--- config.mk ---
export PLATFORM = sky130hd
export DESIGN_NAME = slcfg_link_config
export DESIGN_NICKNAME = d
export VERILOG_FILES = /design/src/core/slcfg_pkg.sv /design/src/core/slcfg_link_config.sv
export SDC_FILE = /design/constraint.sdc
export NUM_CORES = 1
export LEC_CHECK = 0
export ABC_CLOCK_PERIOD_IN_PS = 2310
export BUFFER_PORTS_ARGS = -buffer_cell sky130_fd_sc_hd__buf_4
export CAP_MARGIN = 0
export CORE_MARGIN = 5
export CORE_UTILIZATION = 52
export DETAILED_ROUTE_END_ITERATION = 8
export PLACE_DENSITY = 0.8
export SKIP_LAST_GASP = 1
export SLEW_MARGIN = 0
export SYNTH_ARGS = -nofsm -noshare
export SYNTH_HDL_FRONTEND = slang
export SYNTH_SLANG_ARGS = --single-unit
--- constraint.sdc ---
create_clock -name clock -period 2.31 [get_ports clock]
set_input_delay 0.693 -clock clock [delete_from_list [all_inputs] [get_ports clock]]
set_output_delay 0.693 -clock clock [all_outputs]
set_load 0.005 [all_outputs]
--- src/core/slcfg_pkg.sv ---
// constants and types shared by the serial link configuration block
package slcfg_pkg;

  // ****************************************************************
  // register indices, byte address is four times the index
  // ****************************************************************
  localparam logic [11:0] LINK_ENABLE_IDX = 12'h200;
  localparam logic [11:0] LINK_MODE_IDX = 12'h201;
  localparam logic [11:0] SW_SYNC_IDX = 12'h203;
  localparam logic [11:0] LINK_CONTROL_IDX = 12'h204;
  localparam logic [11:0] LINK_TEST_SELECT_IDX = 12'h205;
  localparam logic [11:0] LINK_IDENT_VALUE_IDX = 12'h206;
  localparam logic [11:0] FRAME_END_CHAR_IDX = 12'h207;
  localparam logic [11:0] LINK_STATUS_IDX = 12'h20f;

  // ****************************************************************
  // reset values
  // ****************************************************************
  localparam logic [7:0] LINK_ENABLE_RST = 8'h01;
  localparam logic [7:0] LINK_MODE_RST = 8'h00;
  localparam logic [7:0] SW_SYNC_RST = 8'h01;
  localparam logic [7:0] LINK_CONTROL_RST = 8'h03;
  localparam logic [7:0] LINK_TEST_SELECT_RST = 8'h00;
  localparam logic [7:0] LINK_IDENT_VALUE_RST = 8'h00;
  localparam logic [7:0] FRAME_END_CHAR_RST = 8'h00;

  // ****************************************************************
  // field positions and widths
  // ****************************************************************
  localparam int CTRL_SCRAMBLE_BIT = 0;
  localparam int CTRL_FORMAT_BIT = 1;
  localparam int CTRL_SYNC_LSB = 2;
  localparam int CTRL_UPPER_BIT = 4;
  localparam int CTRL_USED_BITS = 5;
  localparam int TEST_USED_BITS = 5;
  localparam int MODE_USED_BITS = 6;
  localparam int FRAME_END_CHAR_SELECT_USED_BITS = 2;
  localparam int LANE_BASE_UPPER = 4;
  localparam int LANE_UPPER_MAX = 4;

  // ****************************************************************
  // sync source codes
  // ****************************************************************
  localparam logic [1:0] SYNC_FROM_PIN = 2'h0;
  localparam logic [1:0] SYNC_FROM_TIMESTAMP = 2'h1;
  localparam logic [1:0] SYNC_FROM_SOFTWARE = 2'h2;

  // ****************************************************************
  // test pattern codes
  // ****************************************************************
  typedef enum logic [4:0] {
    PAT_NORMAL = 5'h00, PAT_PRBS7 = 5'h01, PAT_PRBS15 = 5'h02,
    PAT_PRBS23 = 5'h03, PAT_RAMP = 5'h04, PAT_TRANSPORT = 5'h05,
    PAT_D21_5 = 5'h06, PAT_K28_5 = 5'h07, PAT_ILA_REPEAT = 5'h08,
    PAT_RPAT = 5'h09, PAT_HOLD_LOW = 5'h0a, PAT_HOLD_HIGH = 5'h0b,
    PAT_PRBS9 = 5'h0d, PAT_PRBS31 = 5'h0e, PAT_CLOCK = 5'h0f,
    PAT_K28_7 = 5'h10
  } slcfg_pattern_t;

  localparam logic [30:0] PRBS_SEED = 31'h7fffffff;
  localparam logic [3:0] CLOCK_HALF_LEN = 4'h8;

endpackage

--- src/core/slcfg_link_config.sv ---
// register bank and control decode for the serial transmit link
`timescale 1ns/10ps
// How it works
// - with upper lanes off, data uses lanes zero to lane count minus one.
// - with upper lanes on and at most four lanes, data uses lanes four up.
// - sync source code 0 is the pin, 1 the timestamp input, 2 software only.
// - the format bit gives offset binary at 0, two's complement at 1.
// - in 8b10b modes the scrambler follows its enable bit, reset on.
// - in 64b66b modes the payload is always scrambled.
// - test codes 0 to 4 are normal, prbs7, prbs15, prbs23 and ramp.
// - codes 5 to 11 are the fixed patterns and held levels, 12 reserved.
// - codes 13 to 16 are prbs9, prbs31, clock and k28.7, rest reserved.
// - k28.5, ila repeat, rpat and k28.7 exist only in 8b10b modes.
// - the identifier register is sent in the alignment sequence, reset 0.
// - a cleared link enable holds link logic in reset and powers down.
// - writing 0 to the software sync bit requests sync, 1 releases it.
module slcfg_link_config
  import slcfg_pkg::*;
#(
  parameter int LANES = 8
) (
  input wire logic clock,
  input wire logic resetn,
  input wire logic psel,
  input wire logic penable,
  input wire logic pwrite,
  input wire logic [13:0] paddr,
  input wire logic [31:0] pwdata,
  output logic [31:0] prdata,
  output logic pready,
  output logic pslverr,
  input wire logic [3:0] modeLaneCount,
  input wire logic modeIs8b10b,
  input wire logic singleEndedSyncPinN,
  input wire logic timestampDiffInputN,
  input wire logic timestampReceiverEnable,
  output logic [5:0] linkOutputMode,
  output logic [LANES-1:0] laneActive,
  output logic linkReset,
  output logic serializerPowerDown,
  output logic syncRequest,
  output logic sampleTwosComplement,
  output logic scramblerActive,
  output logic [4:0] linkTestPatternSelect,
  output logic testPatternValid,
  output logic testSerialBit,
  output logic [7:0] linkDeviceIdentifier,
  output logic [1:0] frameEndCharacterSelect
);

  if (LANES != 8) begin : g_lane_check
    $error("slcfg_link_config serves eight lanes only");
  end

  // ****************************************************************
  // apb decode
  // ****************************************************************
  wire logic [11:0] regIdx = paddr[13:2];
  wire logic setupPhase = psel && !penable;
  wire logic accessPhase = psel && penable;
  wire logic hitEnable = regIdx == LINK_ENABLE_IDX;
  wire logic hitMode = regIdx == LINK_MODE_IDX;
  wire logic hitSync = regIdx == SW_SYNC_IDX;
  wire logic hitControl = regIdx == LINK_CONTROL_IDX;
  wire logic hitTest = regIdx == LINK_TEST_SELECT_IDX;
  wire logic hitIdent = regIdx == LINK_IDENT_VALUE_IDX;
  wire logic hitFchar = regIdx == FRAME_END_CHAR_IDX;
  wire logic hitStatus = regIdx == LINK_STATUS_IDX;
  wire logic mapped = hitEnable || hitMode || hitSync || hitControl ||
                      hitTest || hitIdent || hitFchar || hitStatus;
  wire logic wrStrobe = accessPhase && pwrite && mapped;

  assign pready = 1'b1;
  assign pslverr = accessPhase && !mapped;

  // ****************************************************************
  // registers
  // ****************************************************************
  logic [7:0] linkEnable_q;
  logic [7:0] linkMode_q;
  logic [7:0] swSync_q;
  logic [7:0] linkControl_q;
  logic [7:0] testSelect_q;
  logic [7:0] identValue_q;
  logic [7:0] frameChar_q;
  logic [31:0] prdata_q;

  always_ff @(posedge clock or negedge resetn) begin
    if (!resetn) begin
      linkEnable_q <= LINK_ENABLE_RST;
      linkMode_q <= LINK_MODE_RST;
      swSync_q <= SW_SYNC_RST;
      linkControl_q <= LINK_CONTROL_RST;
      testSelect_q <= LINK_TEST_SELECT_RST;
      identValue_q <= LINK_IDENT_VALUE_RST;
      frameChar_q <= FRAME_END_CHAR_RST;
    end else if (wrStrobe) begin
      if (hitEnable) linkEnable_q <= {7'h00, pwdata[0]};
      if (hitMode) linkMode_q <= {2'h0, pwdata[MODE_USED_BITS-1:0]};
      if (hitSync) swSync_q <= {7'h00, pwdata[0]};
      if (hitControl) linkControl_q <= {3'h0, pwdata[CTRL_USED_BITS-1:0]};
      if (hitTest) testSelect_q <= {3'h0, pwdata[TEST_USED_BITS-1:0]};
      if (hitIdent) identValue_q <= pwdata[7:0];
      if (hitFchar) frameChar_q <= {6'h00, pwdata[FRAME_END_CHAR_SELECT_USED_BITS-1:0]};
    end
  end

  // ****************************************************************
  // control decode
  // ****************************************************************
  wire logic linkOn = linkEnable_q[0];
  wire logic upperLanes = linkControl_q[CTRL_UPPER_BIT];
  wire logic [1:0] syncSource = linkControl_q[CTRL_SYNC_LSB +: 2];
  wire logic [4:0] testCode = testSelect_q[4:0];

  // requires the 8b10b coding
  function automatic logic needs8b10b(input logic [4:0] code);
    needs8b10b = code == PAT_K28_5 || code == PAT_ILA_REPEAT ||
                 code == PAT_RPAT || code == PAT_K28_7;
  endfunction

  // codes with a defined pattern
  function automatic logic knownCode(input logic [4:0] code);
    knownCode = code <= PAT_HOLD_HIGH ||
                (code >= PAT_PRBS9 && code <= PAT_K28_7);
  endfunction

  // prbs feedback: x7+x6, x9+x5, x15+x14, x23+x18, x31+x28
  function automatic logic prbsFeedback(input logic [4:0] code,
                                         input logic [30:0] s);
    unique case (code)
      PAT_PRBS7: prbsFeedback = s[6] ^ s[5];
      PAT_PRBS9: prbsFeedback = s[8] ^ s[4];
      PAT_PRBS15: prbsFeedback = s[14] ^ s[13];
      PAT_PRBS23: prbsFeedback = s[22] ^ s[17];
      default: prbsFeedback = s[30] ^ s[27];
    endcase
  endfunction

  wire logic isPrbs = testCode == PAT_PRBS7 || testCode == PAT_PRBS9 ||
                      testCode == PAT_PRBS15 || testCode == PAT_PRBS23 ||
                      testCode == PAT_PRBS31;
  wire logic patternOk = knownCode(testCode) &&
                         (modeIs8b10b || !needs8b10b(testCode));

  // ****************************************************************
  // lane placement
  // ****************************************************************
  wire logic [LANES-1:0] lowMask;
  genvar gi;
  generate
    for (gi = 0; gi < LANES; gi++) begin : g_lane
      assign lowMask[gi] = 4'(gi) < modeLaneCount;
    end
  endgenerate
  wire logic upperOk = modeLaneCount <= 4'(LANE_UPPER_MAX);
  wire logic [LANES-1:0] laneMask_d =
    !linkOn ? '0 :
    (upperLanes && upperOk) ? LANES'(lowMask << LANE_BASE_UPPER) :
    lowMask;

  // ****************************************************************
  // sync request sources
  // ****************************************************************
  logic pinMeta_q;
  logic pinSync_q;
  logic tsMeta_q;
  logic tsSync_q;

  always_ff @(posedge clock or negedge resetn) begin
    if (!resetn) begin
      pinMeta_q <= 1'b1;
      pinSync_q <= 1'b1;
      tsMeta_q <= 1'b1;
      tsSync_q <= 1'b1;
    end else begin
      pinMeta_q <= singleEndedSyncPinN;
      pinSync_q <= pinMeta_q;
      tsMeta_q <= timestampDiffInputN;
      tsSync_q <= tsMeta_q;
    end
  end

  // timestamp input only counts with its receiver on
  wire logic tsRequest = !tsSync_q && timestampReceiverEnable;
  wire logic pinRequest =
    (syncSource == SYNC_FROM_PIN && !pinSync_q) ||
    (syncSource == SYNC_FROM_TIMESTAMP && tsRequest);
  wire logic syncRequest_d = linkOn && (!swSync_q[0] || pinRequest);

  // ****************************************************************
  // pattern generator
  // ****************************************************************
  logic [30:0] prbs_q;
  logic [3:0] clockCount_q;
  logic clockLevel_q;
  logic [4:0] lastCode_q;
  wire logic restartPattern = !linkOn || testCode != lastCode_q;
  wire logic prbsNext = prbsFeedback(testCode, prbs_q);

  always_ff @(posedge clock or negedge resetn) begin
    if (!resetn) begin
      prbs_q <= PRBS_SEED;
      clockCount_q <= '0;
      clockLevel_q <= 1'b0;
      lastCode_q <= '0;
    end else begin
      lastCode_q <= testCode;
      if (restartPattern) begin
        prbs_q <= PRBS_SEED;
        clockCount_q <= '0;
        clockLevel_q <= 1'b0;
      end else begin
        if (isPrbs) prbs_q <= {prbs_q[29:0], prbsNext};
        if (clockCount_q == CLOCK_HALF_LEN - 4'h1) begin
          clockCount_q <= '0;
          clockLevel_q <= !clockLevel_q;
        end else begin
          clockCount_q <= clockCount_q + 4'h1;
        end
      end
    end
  end

  wire logic testBit_d =
    !linkOn || !patternOk ? 1'b0 :
    isPrbs ? prbsNext :
    testCode == PAT_CLOCK ? clockLevel_q :
    testCode == PAT_HOLD_HIGH;

  // ****************************************************************
  // registered outputs
  // ****************************************************************
  logic [LANES-1:0] laneActive_q;
  logic syncRequest_q;
  logic scramble_q;
  logic testBit_q;
  logic patternValid_q;

  always_ff @(posedge clock or negedge resetn) begin
    if (!resetn) begin
      laneActive_q <= '0;
      syncRequest_q <= 1'b0;
      scramble_q <= 1'b0;
      testBit_q <= 1'b0;
      patternValid_q <= 1'b0;
    end else begin
      laneActive_q <= laneMask_d;
      syncRequest_q <= syncRequest_d;
      scramble_q <= !modeIs8b10b || linkControl_q[CTRL_SCRAMBLE_BIT];
      testBit_q <= testBit_d;
      patternValid_q <= linkOn && patternOk;
    end
  end

  assign laneActive = laneActive_q;
  assign syncRequest = syncRequest_q;
  assign scramblerActive = scramble_q;
  assign testSerialBit = testBit_q;
  assign testPatternValid = patternValid_q;
  assign linkReset = !linkOn;
  assign serializerPowerDown = !linkOn;
  assign sampleTwosComplement = linkControl_q[CTRL_FORMAT_BIT];
  assign linkTestPatternSelect = testCode;
  assign linkDeviceIdentifier = identValue_q;
  assign frameEndCharacterSelect = frameChar_q[1:0];
  assign linkOutputMode = linkMode_q[5:0];

  // ****************************************************************
  // read data
  // ****************************************************************
  wire logic [7:0] statusWord = {3'h0, patternValid_q, scramble_q,
                                 syncRequest_q, upperOk, linkOn};
  wire logic [7:0] readByte =
    hitEnable ? linkEnable_q :
    hitMode ? linkMode_q :
    hitSync ? swSync_q :
    hitControl ? linkControl_q :
    hitTest ? testSelect_q :
    hitIdent ? identValue_q :
    hitFchar ? frameChar_q :
    hitStatus ? statusWord : 8'h00;

  always_ff @(posedge clock or negedge resetn) begin
    if (!resetn) prdata_q <= '0;
    else if (setupPhase && !pwrite) prdata_q <= {24'h000000, readByte};
  end
  assign prdata = prdata_q;
endmodule // slcfg_link_config

==> out/results.ini <==
[run_status]
status = finished with violations
violations = setup timing

[sta]
finalSetupViolations = 1
fin_ws_ps = -8.98
finalSetupTns_ps = -8.98
clock.fmax_mhz = 431
whs_ps = 287
worst_clock_skew_ps = 9.02
period_share = 1.00
maxSlewViolCount = 0
hold_violations = 0
period_minus_slack_ps = 2320
rsz0062_at_grt = true

[clock_tree]
cts_tree = done
cts_root_buf = clkbuf_8
clkLatencyLatePin_ps = 360
cts-buffers-inserted = 9
cts_max_path_buffers = 2
cts_sinks = 93
h-tree-depth = 3
cts_hold_buf = 0
clkTransAtPathRegs_ps = 80

[critical_path]
cp-end-kind = output pin
crit_path_top_delay_cell = nor4b_4
startpoint_type = input pin
path_max_fanout = 2
reg2reg_to = testSerialBit
crit_required_ps = 1620
r2r_setup_slack_ps = 430
cp_cell_sequence = buf_4 > nor4b_4 > and2_4 > o211ai_1 > and3_1 > buf_4
worstSetupPathType = in -> out
crit_top_cell = buf_4
arrival_ps = 1630
slowest_delay_ps = 270
r2r-start = testSelect_q[2]
reg2reg_depth = 6

[drt]
drtIter0Drc = 191
vias_per_cell = 5.51
wl_um = 10000
num_vias = 3463
drc_errors = 0
drtPass1Iterations = 5
wl_per_cell_um = 16.0
postRouteAntennaNets = 0

[grt]
met1_usage = 0.253
grt_pass1_wl_um = 16300
track_usage = 0.196
grt_max_degree = 36
grt_use_met2 = 0.320
busiest_layer = met2
antenna_found_initial = 0
gr-total-overflow = 0
grt_pass1_vias = 3463
met3_usage = 0.0419

[cells_and_area]
final_util = 0.647
final_cells = 628
drive_gt1_frac = 0.358
multi_input_area_sq_mm = 0.00186
stdcell_area_sq_mm = 0.00537
area_delta_synth_final_pct = 20.1
layout.nets = 578
nFillCells = 643
antenna_cells = 0
regArea_sq_mm = 0.00238

[floorplan]
die-area_sq_mm = 0.0105
design.core.area_sq_mm = 0.00830
num_rows = 33
initial_core_util = 0.539
io_pins = 129
die_x_um = 103
die_y_um = 103

[power]
cellLeakagePower_nw = 2.63
ir_drop_mv = 0.447
powerDensity_mw_per_mm2 = 552

[place]
placedCellCount = 609
place.gp.congestion = 0.887
io_buffers = 77
placed_area_sq_mm = 0.00511
dpl.hpwl_um = 7210

[logic_synthesis]
synthXorXnorAreaFrac = 0.0235
synth_edf_count = 0
synth_top_family_by_area = simple AND/OR/NAND/NOR gates
synth-compound-area-share = 0.0893
yosys_warnings = 0
synthFlopType = dfrtp_1
synth_fa_ha_area_frac = 0.00280
synth_top_cell_area_share = 0.302
synth_area_leader_cell = dfrtp_1
synth.mux.area_fraction = 0.0750
avgSynthCellArea_sq_um = 10.2
ys_types = 52
ys_async_sr_fraction = 1.00
ys_seq_area_frac = 0.532
ys_ff_latch = 93
synth.area.top_cells = dfrtp_1 30%, dfstp_2 23%, mux2_2 6.6%
synthSimpleGateAreaFrac = 0.199
synthCells = 440
syn_area_sq_mm = 0.00447

[run]
maxCapViolCount = 0

[hold_path]
hold_path_class = in -> async

cell families (layout without fill, tap and decap cells):
logic type,after synthesis,count (layout)
AOI/OAI and AO/OA,59,59
xor gates and xnor gates,12,12
adders and majority gates,1,1
buffers and inverters,62,122
DFF,93,93
muxes,30,30
other,2,25
and+or+nand+nor,181,181
power by group:
group          leakage (nW)  internal (mW)  total [mW]  switching, mW
Sequential             1.16           1.64        1.64        0.00267
Clock                 0.109          0.569        1.13          0.563
Combinational          1.36         0.0763       0.189          0.113
cells in the mapped netlist, types with 3 or more instances:
cell type	n
a21oi_1	18
mux2_2	26
a31oi_1	3
o31ai_1	3
dfrtp_1	54
nor3b_1	5
xnor2_1	10
nor4_1	5
nand2_1	78
nor3_1	6
o31a_1	3
clkbuf_1	13
buf_2	9
and2_1	7
dfstp_2	39
inv_1	10
o21a_1	3
buf_4	27
a2bb2oi_1	3
a22oi_1	4
o21ai_0	11
nand3_1	38
and3_1	5
nor2_1	19
cell usage in the layout (no fill, tap or decap), types with 6 or more instances in the layout:
cell and count:
dfstp_2 39, mux2_2 26, nor2_1 19, o21ai_0 11, xnor2_1 10, nand2_1 78
a21oi_1 18, and2_1 6, nand3_1 38, inv_1 10, conb_1 25, buf_4 91
clkbuf_8 9, dfrtp_1 54
worst max path at each step:
stage | from | to | slack (ps) | depth (start not counted)
after floorplan | paddr[10] | pslverr | 120 | 5
after global placement | paddr[7] | pslverr | -90 | 6
after detailed placement | paddr[7] | frameChar_q[1] | -120 | 7
after CTS | paddr[6] | pslverr | 2 | 6
after global routing | paddr[7] | pslverr | -60 | 6
final | paddr[13] | pslverr | -9 | 6
routing by layer:
metal  vias to the layer above  part of all wire
li1                       1608                 -
met1                      1699              0.40
met2                       131              0.49
met3                        25             0.084
met4                         0             0.025
met5                         -                 0
layout make-up:
cell class | count | share of cell area
timing repair buffer | 95 | 0.139
clock buffer | 11 | 0.0284
sequential | 93 | 0.443
multi-input combinational | 308 | 0.347
inverter | 11 | 0.00769
clock inverter | 5 | 0.0107
tap | 105 | 0.0245
sequential cells by signal, summed over array words and instances, names as in the netlist, 2 cells and up:
signal	count
clockCount_q	4
frameChar_q	2
laneActive	8
lastCode_q	5
linkControl_q	5
linkDeviceIdentifier	8
linkMode_q	6
prbs_q	31
prdata	8
testSelect_q	5
repair_timing:
action,4_1_cts,5_1_grt
buffers inserted,3,0
resized for setup,4,1
endpoints found under the setup margin,1,1
pin swaps,4,2
critical path, delay by kind of cell:
| family | cells | cell delay [ps] |
|---|---|---|
| AND/OR/NAND/NOR | 3 | 610 |
| buffers and inverters | 2 | 250 |
| AO/OA/AOI/OAI | 1 | 80 |
stage by stage:
| step | total power, mW | worst slack [ps] |
|---|---|---|
| after floorplan | 1.77 | 122 |
| after global placement | 1.85 | -92.2 |
| after detailed placement | 1.85 | -118 |
| after CTS | 3.00 | 2.34 |
| after global routing | 3.08 | -61.9 |
| final | 2.96 | -8.98 |
(Power assumes the default switching activity.)
